**src/common/microstep_pkg.sv**
```systemverilog
// Constants, types and register map of the microstep translator.
// Assumes a 32-bit APB3 register bus and a 6-bit phase current table.
package microstep_pkg;

  // Step angle index: 64 positions, 0 to 63
  localparam int INDEX_W = 6;
  localparam int MAG_W = 6;
  localparam logic [5:0] MAX_INDEX = 6'h3F;

  // Sixteen index positions per full step, four full steps per cycle
  localparam logic [5:0] STEP_FULL = 6'h10;
  localparam logic [5:0] STEP_HALF = 6'h08;
  localparam logic [5:0] STEP_QUARTER = 6'h04;
  localparam logic [5:0] STEP_SIXTEENTH = 6'h01;
  localparam logic [5:0] FULL_OFFSET = 6'h08;
  localparam logic [5:0] ZERO_OFFSET = 6'h00;

  // Index after reset, and the direction level that means forward
  localparam logic [5:0] HOME_INDEX = 6'h08;
  localparam logic DIR_FORWARD = 1'b1;

  // APB register map, byte addresses
  localparam int ADDR_W = 8;
  localparam int DATA_W = 32;
  localparam logic [7:0] OFF_CTRL = 8'h00;
  localparam logic [7:0] OFF_STEP_CHANGE = 8'h04;
  localparam logic [7:0] OFF_STATUS = 8'h08;
  localparam logic [7:0] OFF_PHASE = 8'h0C;

  // Field positions and reset values
  localparam int CTRL_RES_LSB = 0;
  localparam logic [1:0] CTRL_RESET = 2'h0;
  localparam int STEP_CHANGE_LSB = 0;
  localparam int STATUS_ANGLE_LSB = 0;
  localparam int STATUS_RES_LSB = 6;
  localparam int STATUS_DIR_BIT = 8;
  localparam int PHASE_A_LSB = 0;
  localparam int PHASE_B_LSB = 8;
  localparam logic [31:0] READ_ZERO = 32'h0000_0000;

  // Largest table level, the full current magnitude of either sign
  localparam logic [5:0] LEVEL_MAX = 6'h3F;

  typedef enum logic [1:0] {
    RES_FULL = 2'b00,
    RES_HALF = 2'b01,
    RES_QUARTER = 2'b10,
    RES_SIXTEENTH = 2'b11
  } resolution_e;

  typedef enum logic {
    PH_IDLE = 1'b0,
    PH_ACCESS = 1'b1
  } apb_phase_e;

  // Current demand of one motor phase
  typedef struct packed {
    logic negative;
    logic [5:0] magnitude;
  } phase_current_s;

endpackage : microstep_pkg

```
**src/rtl/phase_current_lookup.sv**
```systemverilog
// Phase current table: maps a step angle index to both phase demands.
// Assumes the index is a registered value in the pclk domain.
`timescale 1ns/1ps
module phase_current_lookup (
  input wire logic pclk,
  input wire logic presetn,
  input wire logic [5:0] angle_index,
  output microstep_pkg::phase_current_s phase_a,
  output microstep_pkg::phase_current_s phase_b
);

  // Quarter-wave sine level for offsets 0..16 of one full step
  function automatic logic [5:0] sine_level(input logic [4:0] k);
    logic [5:0] level;
    level = microstep_pkg::LEVEL_MAX;
    case (k)
      5'h00: level = 6'h00;
      5'h01: level = 6'h06;
      5'h02: level = 6'h0C;
      5'h03: level = 6'h12;
      5'h04: level = 6'h18;
      5'h05: level = 6'h1E;
      5'h06: level = 6'h23;
      5'h07: level = 6'h28;
      5'h08: level = 6'h2D;
      5'h09: level = 6'h31;
      5'h0A: level = 6'h34;
      5'h0B: level = 6'h38;
      5'h0C: level = 6'h3A;
      5'h0D: level = 6'h3C;
      5'h0E: level = 6'h3E;
      default: level = microstep_pkg::LEVEL_MAX;
    endcase
    return level;
  endfunction : sine_level

  microstep_pkg::phase_current_s phase_q [2];
  logic [1:0] quadrant;
  logic [4:0] offset;
  logic [4:0] mirrored;

  assign quadrant = angle_index[5:4];
  assign offset = {1'b0, angle_index[3:0]};
  assign mirrored = 5'h10 - offset;

  // Phase 0 is A (sine), phase 1 is B (cosine) of the electrical angle
  for (genvar p = 0; p < 2; p++)
  begin : g_phase
    microstep_pkg::phase_current_s next_phase;
    logic mirror;
    logic negative;

    assign mirror = (p == 0) ? quadrant[0] : ~quadrant[0];
    assign negative = (p == 0) ? quadrant[1] : quadrant[1] ^ quadrant[0];

    always_comb
    begin
      next_phase.magnitude = sine_level(mirror ? mirrored : offset);
      next_phase.negative = negative & (|next_phase.magnitude);
    end

    always_ff @(posedge pclk or negedge presetn)
    begin
      if (!presetn)
        phase_q[p] <= '0;
      else
        phase_q[p] <= next_phase;
    end
  end

  assign phase_a = phase_q[0];
  assign phase_b = phase_q[1];

endmodule : phase_current_lookup

```
**src/rtl/microstep_translator.sv**
```systemverilog
// Step and direction translator with an APB3 register slave.
// Assumes step, direction and resolution pins are synchronous to pclk
// and meet setup and hold around its rising edge.
//
// The placing of the registers and the APB interface to the registers were left to the implementer.
`timescale 1ns/1ps
module microstep_translator (
  input wire logic pclk,
  input wire logic presetn,
  input wire logic psel,
  input wire logic penable,
  input wire logic pwrite,
  input wire logic [7:0] paddr,
  input wire logic [31:0] pwdata,
  output logic [31:0] prdata,
  output logic pready,
  output logic pslverr,
  input wire logic step_pulse,
  input wire logic direction,
  input wire logic resolution_select_low,
  input wire logic resolution_select_high,
  output logic [5:0] angle_index,
  output microstep_pkg::phase_current_s phase_a,
  output microstep_pkg::phase_current_s phase_b
);

  // Translator state
  logic step_prev;
  logic next_step_prev;
  logic [5:0] next_angle_index;
  logic [1:0] ctrl_res;
  logic [1:0] next_ctrl_res;

  // APB slave state
  microstep_pkg::apb_phase_e apb_phase;
  microstep_pkg::apb_phase_e next_apb_phase;
  logic [31:0] next_prdata;
  logic next_pready;
  logic next_pslverr;

  // Decoded bus events
  logic setup;
  logic access_done;
  logic write_ctrl;
  logic serial_write;
  logic addr_mapped;
  logic [5:0] step_change;

  // Translator datapath
  microstep_pkg::resolution_e res_eff;
  logic step_rise;
  logic [5:0] step_size;
  logic [5:0] grid_offset;
  logic [5:0] grid_mask;
  logic [5:0] base;
  logic [5:0] next_pos;
  logic [5:0] after_step;

  assign setup = psel & ~penable;
  assign access_done = psel & penable & pready;
  assign addr_mapped = (paddr == microstep_pkg::OFF_CTRL)
                     | (paddr == microstep_pkg::OFF_STEP_CHANGE)
                     | (paddr == microstep_pkg::OFF_STATUS)
                     | (paddr == microstep_pkg::OFF_PHASE);
  assign write_ctrl = access_done & pwrite
                    & (paddr == microstep_pkg::OFF_CTRL);
  assign serial_write = access_done & pwrite
                      & (paddr == microstep_pkg::OFF_STEP_CHANGE);
  assign step_change = pwdata[microstep_pkg::STEP_CHANGE_LSB +: 6];

  // Effective select: pin level OR register bit
  assign res_eff = microstep_pkg::resolution_e'(
    {resolution_select_high, resolution_select_low} | ctrl_res);

  assign step_rise = step_pulse & ~step_prev;

  // Grid of permitted positions for the effective resolution
  always_comb
  begin
    step_size = microstep_pkg::STEP_SIXTEENTH;
    grid_offset = microstep_pkg::ZERO_OFFSET;
    case (res_eff)
      microstep_pkg::RES_FULL:
      begin
        step_size = microstep_pkg::STEP_FULL;
        grid_offset = microstep_pkg::FULL_OFFSET;
      end
      microstep_pkg::RES_HALF:
      begin
        step_size = microstep_pkg::STEP_HALF;
      end
      microstep_pkg::RES_QUARTER:
      begin
        step_size = microstep_pkg::STEP_QUARTER;
      end
      microstep_pkg::RES_SIXTEENTH:
      begin
        step_size = microstep_pkg::STEP_SIXTEENTH;
      end
      default:
      begin
        step_size = microstep_pkg::STEP_SIXTEENTH;
      end
    endcase
  end

  // Next permitted position in the commanded direction, modulo 64
  always_comb
  begin
    grid_mask = ~(step_size - 6'h01);
    base = angle_index - grid_offset;
    if (direction == microstep_pkg::DIR_FORWARD)
      next_pos = (base & grid_mask) + step_size + grid_offset;
    else
      next_pos = ((base - 6'h01) & grid_mask) + grid_offset;
  end

  // Serial step change adds its signed value regardless of resolution
  always_comb
  begin
    next_step_prev = step_pulse;
    after_step = step_rise ? next_pos : angle_index;
    next_angle_index = serial_write ? after_step + step_change
                                    : after_step;
  end

  always_ff @(posedge pclk or negedge presetn)
  begin
    if (!presetn)
    begin
      step_prev <= 1'b0;
      angle_index <= microstep_pkg::HOME_INDEX;
    end
    else
    begin
      step_prev <= next_step_prev;
      angle_index <= next_angle_index;
    end
  end

  // Configuration register
  always_comb
  begin
    next_ctrl_res = ctrl_res;
    if (write_ctrl)
      next_ctrl_res = pwdata[microstep_pkg::CTRL_RES_LSB +: 2];
  end

  always_ff @(posedge pclk or negedge presetn)
  begin
    if (!presetn)
      ctrl_res <= microstep_pkg::CTRL_RESET;
    else
      ctrl_res <= next_ctrl_res;
  end

  // APB slave: read data captured in setup, answered in the first access cycle
  always_comb
  begin
    next_apb_phase = apb_phase;
    next_prdata = prdata;
    next_pready = pready;
    next_pslverr = pslverr;
    case (apb_phase)
      microstep_pkg::PH_IDLE:
      begin
        if (setup)
        begin
          next_apb_phase = microstep_pkg::PH_ACCESS;
          next_pready = 1'b1;
          next_pslverr = ~addr_mapped;
          next_prdata = microstep_pkg::READ_ZERO;
          if (!pwrite)
          begin
            case (paddr)
              microstep_pkg::OFF_CTRL:
                next_prdata[microstep_pkg::CTRL_RES_LSB +: 2] = ctrl_res;
              microstep_pkg::OFF_STATUS:
              begin
                next_prdata[microstep_pkg::STATUS_ANGLE_LSB +: 6] =
                  angle_index;
                next_prdata[microstep_pkg::STATUS_RES_LSB +: 2] = res_eff;
                next_prdata[microstep_pkg::STATUS_DIR_BIT] = direction;
              end
              microstep_pkg::OFF_PHASE:
              begin
                next_prdata[microstep_pkg::PHASE_A_LSB +: 7] = phase_a;
                next_prdata[microstep_pkg::PHASE_B_LSB +: 7] = phase_b;
              end
              default:
                next_prdata = microstep_pkg::READ_ZERO;
            endcase
          end
        end
      end
      microstep_pkg::PH_ACCESS:
      begin
        if (access_done)
        begin
          next_apb_phase = microstep_pkg::PH_IDLE;
          next_pready = 1'b0;
          next_pslverr = 1'b0;
          next_prdata = microstep_pkg::READ_ZERO;
        end
      end
      default:
      begin
        next_apb_phase = microstep_pkg::PH_IDLE;
        next_pready = 1'b0;
        next_pslverr = 1'b0;
        next_prdata = microstep_pkg::READ_ZERO;
      end
    endcase
  end

  always_ff @(posedge pclk or negedge presetn)
  begin
    if (!presetn)
    begin
      apb_phase <= microstep_pkg::PH_IDLE;
      prdata <= microstep_pkg::READ_ZERO;
      pready <= 1'b0;
      pslverr <= 1'b0;
    end
    else
    begin
      apb_phase <= next_apb_phase;
      prdata <= next_prdata;
      pready <= next_pready;
      pslverr <= next_pslverr;
    end
  end

  phase_current_lookup u_lookup (
    .pclk(pclk),
    .presetn(presetn),
    .angle_index(angle_index),
    .phase_a(phase_a),
    .phase_b(phase_b)
  );

  // Checks
  logic bus_quiet;
  assign bus_quiet = ~serial_write;
endmodule : microstep_translator

```
**config.mk**
```make
export PLATFORM = sky130hd
export DESIGN_NAME = microstep_translator
export DESIGN_NICKNAME = d
export VERILOG_FILES = /design/src/common/microstep_pkg.sv /design/src/rtl/phase_current_lookup.sv /design/src/rtl/microstep_translator.sv
export SDC_FILE = /design/constraint.sdc
export NUM_CORES = 1
export LEC_CHECK = 0
export BUFFER_PORTS_ARGS = -buffer_cell sky130_fd_sc_hd__buf_4
export CAP_MARGIN = 40
export CORE_MARGIN = 3
export CORE_UTILIZATION = 30
export CTS_CLUSTER_DIAMETER = 50
export CTS_CLUSTER_SIZE = 25
export DETAILED_ROUTE_END_ITERATION = 7
export PLACE_DENSITY = 0.57
export SLEW_MARGIN = 25
export SYNTH_ARGS = -nofsm -noshare
export SYNTH_HDL_FRONTEND = slang
export SYNTH_SLANG_ARGS = --single-unit
```
**constraint.sdc**
```tcl
create_clock -name pclk -period 3.2 [get_ports pclk]
set_clock_uncertainty 0.05 [all_clocks]
set_input_delay 0.16 -clock pclk [delete_from_list [all_inputs] [get_ports pclk]]
set_output_delay 0.16 -clock pclk [all_outputs]
set_load 0.02 [all_outputs]
```
* After elaboration in Yosys (flattened, before gate mapping)
Memories as Yosys holds them, arrays and structs flattened.
Cells that the tools add are included.
** Word-level totals
- Register bits after elaboration :: 58
- Memory bits (read-only) :: 192
- Bits of input ports :: 49
- Memories kept :: 2
- Output and inout port bits :: 54
** Memory list
- (name not given) :: depth 16, bits a word 6, read ports 1, clocked after memory_dff 0, write ports 0, RTL line phase_current_lookup.sv:16 : case (k)
- (name not given) :: depth 16, bits a word 6, read ports 1, clocked after memory_dff 0, write ports 0, RTL line phase_current_lookup.sv:16
** Cells by class
- Add/subtract/negate cells :: 8
- Bitwise logic cells :: 21
- Equal/unequal tests :: 8
- Reduce and logical (&&, ||, !) cells :: 5
- Multiplexer cells :: 26
** Operators by type and width (count)
- $mux W32 :: 2
- $pmux W32 S2 :: 1
- $mux W6 :: 6
- $pmux W6 S4 :: 1
- $eq A8 B4 Y1 const B :: 2
- $mux W15 :: 1
- $add A6 B4 Y6 :: 2
- $add A6 B6 Y6 :: 2
- $and A6 B6 Y6 :: 2
- $reduce_or A6 Y1 :: 2
- $sub A6 B1 Y6 const B :: 2
- $mux W5 :: 2
- $pmux W5 S2 :: 1
- $and A1 B1 Y1 :: 9
- $eq A8 B3 Y1 const B :: 1
- $logic_not A8 Y1 :: 1
- $pmux W1 S2 :: 4
- $mux W1 :: 6
- $not A6 Y6 :: 1
- $pmux W2 S3 :: 1
- $sub A6 B6 Y6 :: 1
- $sub A5 B4 Y5 const A :: 1
- $eq A2 B2 Y1 const B :: 2
- $mux W4 :: 1
- 9 further kinds :: 14

* Logic depth before layout (Yosys ltp)
- Word-level depth :: 12
- Depth in mapped cells :: 15
- Gate-level depth less buffers :: 15

* Modules after synthesis
From an unflattened synthesis, not the netlist that was laid out.
** Unflattened totals
- Cells, all modules :: 322
- Area total of the unflattened synthesis :: 3002.9 µm²
** By module, submodules not included
- microstep_translator :: area an instance 1970.6 µm², cells an instance 207, times used 1, seq. area each 676.9 µm²
- phase_current_lookup :: area an instance 1032.2 µm², cells an instance 115, times used 1, seq. area each 350.3 µm²

* Worst setup path after synthesis
No wires, ideal clock.
- Path type :: flip-flop to flip-flop
- From :: reg ctrl_res[1]
- To :: reg angle_index[5]
- Setup time :: 80 ps
- Buffers on the path :: 0
- Arrival time :: 3119 ps
- Path slack :: -49 ps
- Period minus slack after synthesis :: 3249 ps
- Stages on the path, launching flop included :: 16
- Cells stage by stage :: dfrtp_1 -> nor2_1 -> nand2_1 -> inv_1 -> ha_1 -> ha_1 -> inv_1 -> ha_1 -> ha_1 -> xnor2_1 -> nand2_1 -> a22oi_1 -> ha_1 -> a21oi_1 -> mux2i_1 -> xnor2_1
** On the way
- Cells in the longest elaborated chain, start to end :: 12
- Elaborated cells between the ends (all ways) :: 20
- Those cells by class :: 7 x add/sub; 3 x eq/ne; 5 x mux; 4 x bitwise; 1 x reduce/logical
** Ends and longest elaborated chain
- from (decl) :: RTL line microstep_translator.sv:31 : logic [1:0] ctrl_res;
- from (signal assigned) :: RTL line microstep_translator.sv:152 : ctrl_res <= microstep_pkg::CTRL_RESET;
- from (signal assigned) :: RTL line microstep_translator.sv:154 : ctrl_res <= next_ctrl_res;
- $or A2 B2 Y2 (*) :: RTL line microstep_translator.sv:73 : {resolution_select_high, resolution_select_low} | ctrl_res);
- $eq A2 B2 Y1, or another cell as far along :: RTL line microstep_translator.sv:82 : case (res_eff)
- $pmux W6 S4 :: RTL line microstep_translator.sv:82
- $sub A6 B1 Y6 :: RTL line microstep_translator.sv:110 : grid_mask = ~(step_size - 6'h01);
- $not A6 Y6 :: RTL line microstep_translator.sv:110
- $and A6 B6 Y6 :: RTL line microstep_translator.sv:113 : next_pos = (base & grid_mask) + step_size + grid_offset;
- $add A6 B6 Y6 :: RTL line microstep_translator.sv:113
- $add A6 B4 Y6 :: RTL line microstep_translator.sv:113
- $mux W6 (*) :: RTL line microstep_translator.sv:112 : if (direction == microstep_pkg::DIR_FORWARD)
- $mux W6 (*) :: RTL line microstep_translator.sv:122 : after_step = step_rise ? next_pos : angle_index;
- $add A6 B6 Y6 :: RTL line microstep_translator.sv:123 : next_angle_index = serial_write ? after_step + step_change
- $mux W6 (*) :: RTL line microstep_translator.sv:123
- net next_angle_index[5] :: RTL line microstep_translator.sv:30 : logic [5:0] next_angle_index;
- to (signal assigned) :: RTL line microstep_translator.sv:132 : angle_index <= microstep_pkg::HOME_INDEX;
- to (signal assigned) :: RTL line microstep_translator.sv:137 : angle_index <= next_angle_index;
- to (decl) :: RTL line microstep_translator.sv:22 : output logic [5:0] angle_index,
The timed path passes the listed nets; every way through them passes the cells marked *. The select of a mux whose other input is x is not followed.
A chain may end at the register's enable or synchronous reset.

* Worst setup path in the final report
Ends and elaborated chain as after synthesis.

==> results_dict.tcl <==
set metrics [dict create \
    cp_max_fo 8 \
    ys_ff_latch 41 \
    area_growth_pct 32.2 \
    cts_tree "done" \
    fp.dieW_um 106 \
    grt_overflow 0 \
    core_um2 9460 \
    critical_path.cell_chain "nor2_2 > buf_6 > nor2_1 > ha_1 > ha_1 > nand2_1 > o31ai_1 > a22o_1 > ha_4 > a211oi_4 > o21bai_1 > a21oi_2 > mux2i_1 > xnor2_1" \
    drt_iter0_drc 79 \
    startpoint_type "register" \
    drc 0 \
    finalCritPeriodShare 0.952 \
    num_rows 35 \
    initial_utilization 0.315 \
    wirelength_mm 7.19 \
    setup_viol 0 \
    hp-class "in2reg" \
    clk_pin_slew_ps 70 \
    ys.flop_type "dfrtp_1" \
    numCtsBuffers 5 \
    layout-drive-gt1-share 0.335 \
    cp_data_arrival_time_ps 3170 \
    status "complete, no violations" \
    hold_viol 0 \
    vias 2478 \
    grt_pass1_wl_mm 11.9 \
    dp_slack_ps -52.5 \
    pin_count 103 \
    cts.sinks 41 \
    grt_max_degree 42 \
    antenna_found_initial 0 \
    yosysWarnings 0 \
    fin_cells 517 \
    power_density_nw_per_um2 678 \
    p_leak_nw 1.93 \
    drv_slew 0 \
    relSlewSlack 0.594 \
    cts_max_path_buffers 2 \
    crit_type "reg2reg" \
    worstMarginPinSlew_ps 607 \
    synth_area_leader_cell "dfrtp_1" \
    gp_congestion 0.798 \
    htree_num_levels 2 \
    crit_top_cell "ha_1" \
    place_hpwl_mm 5.62 \
    clk_latency_ps 300 \
    fmax_mhz 328 \
    synth_top_cell_area_share 0.336 \
    wire_per_inst_um 13.9 \
    postRouteAntennaNets 0 \
    netlist_top_cells_count "dfrtp_1, ha_1, nand2_1, o21ai_0" \
    die_y_um 106 \
    ys_types 58 \
    max_stage_delay_ps 390 \
    syn_area_um2 2980 \
    firstDrtPassIters 4 \
    antennaDiodeCount 0 \
    grt_pass1_vias 2382 \
    synth.most_common_cell "dfrtp_1" \
    cts-root-buf "clkbuf_8" \
    cp_slowest_cell "dfrtp_1" \
    peakVddDrop_v 0.000309 \
    finalSetupTns_ps 0 \
    routed_via_density 4.79 \
    dieArea_um2 11200 \
    async_flop_share 1.00 \
    syn_inst 303 \
    synth_edf_count 0 \
    io_buffer_count 59 \
    synth.avg_cell_area_um2 9.83 \
    fin_nets 468 \
    setup_ws_ps 155 \
    fin_crit_ps 3050 \
    max-cap-violations 0 \
    critPathCaptureType "register" \
    worstPathRequired_ps 3320 \
    grt_util_all_layers 0.129 \
    synth_area_leaders "dfrtp_1, ha_1, buf_4" \
    dp_cells 504 \
    synth_seq_area_share 0.345 \
]
layer usage:
layer,vias to the layer above,global-route usage,wire length (um)
li1,1217,-,-
met1,1181,0.174,3310
met2,72,0.215,3400
met3,8,0.0202,414
met4,0,0.0352,75
met5,-,0,0
stage by stage:
stage          area, um2  utilization  hold slack [ps]  power (mW)
6_report            3940        0.416             76.1        2.67
5_1_grt             3940        0.416             84.4        2.87
4_1_cts             3790        0.401             72.5        2.61
3_5_place_dp        3650        0.386              130        2.18
3_3_place_gp        3640        0.385              125        2.15
2_1_floorplan       3040            -             -186        1.67
final timing paths:
kind | from | endpoint | slack (ps) | cells past startpoint
min in group asynchronous | presetn | step_prev | 330 | 2
worst max-delay path | ctrl_res[1] | angle_index[5] | 150 | 14
worst min-delay path | pwdata[0] | ctrl_res[0] | 80 | 2
worst max register to register | ctrl_res[1] | angle_index[5] | 150 | 14
max in group asynchronous | presetn | angle_index[3] | 2390 | 2
worst min register to register | prdata[7] | prdata[7] | 430 | 2
cell families (layout without fill, tap and decap cells):
logic type      Yosys count  after routing  share of synthesized area
simple gates             78             78                      0.144
fa+ha+maj                31             31                      0.133
xor+xnor                 15             15                     0.0466
flops                    41             41                      0.345
mux                      19             19                     0.0710
other cells               1             17                    0.00126
buf+inv                  46            115                     0.0853
compound gates           72             72                      0.174
area by class of cell:
class                           count  area, um2
Fill cell                         943       5520
Multi-Input combinational cell    232       1890
Sequential cell                    41       1030
Timing Repair Buffer               91        692
Tap cell                          129        161
Clock buffer                        5       68.8
Inverter                           17       63.8
Clock inverter                      2       35.0
critical path, delay by kind of cell (launching register included):
kind                     cells  cell delay [ps]
AO/OA/AOI/OAI                5              860
adder cells (fa/ha/maj)      3              800
flip-flops                   1              390
AND/OR/NAND/NOR              3              290
multiplexers                 1              270
buffers and inverters        1              160
XOR/XNOR                     1              100
state kept, by name, summed over array words and instances, names as in the netlist:
register,cells
u_lookup.phase_a,7
prdata,15
pslverr,1
apb_phase,1
angle_index,6
ctrl_res,2
pready,1
u_lookup.phase_b,7
step_prev,1
layout by cell type, fill, tap and decap left out, types with 3 or more instances in the layout:
master / synthesis / final
inv_1: 17 / 16
nand2_1: 25 / 24
a22o_1: 11 / 11
o211ai_1: 6 / 6
dfrtp_1: 40 / 40
conb_1: 1 / 17
xnor2_2: 1 / 3
nor2b_1: 4 / 4
a22oi_1: 7 / 6
a21o_1: 4 / 4
mux2_2: 3 / 3
nor3_1: 7 / 6
ha_4: 0 / 5
mux2i_1: 11 / 11
mux2_1: 4 / 4
nor2_1: 12 / 10
o21ai_0: 18 / 16
clkbuf_8: 0 / 5
ha_1: 30 / 25
buf_4: 17 / 88
and2_1: 4 / 4
xnor2_1: 12 / 10
a21oi_1: 6 / 4
and3_1: 3 / 3
o21ai_1: 2 / 3
nand3_1: 6 / 6
where the power goes:
group / switching (mW) / internal, mW
clock: 0.183 / 0.227
sequential: 0.0957 / 0.643
combinational: 0.808 / 0.712
repair_timing:
item,4_1_cts,5_1_grt
pin swaps,0,11
endpoints found under the hold margin,41,0
gates resized for setup,4,19
endpoints found under the setup margin,1,2
hold buffers,2,0
buffers inserted,0,4
No activity file was read; power rests on OpenSTA's default activity.
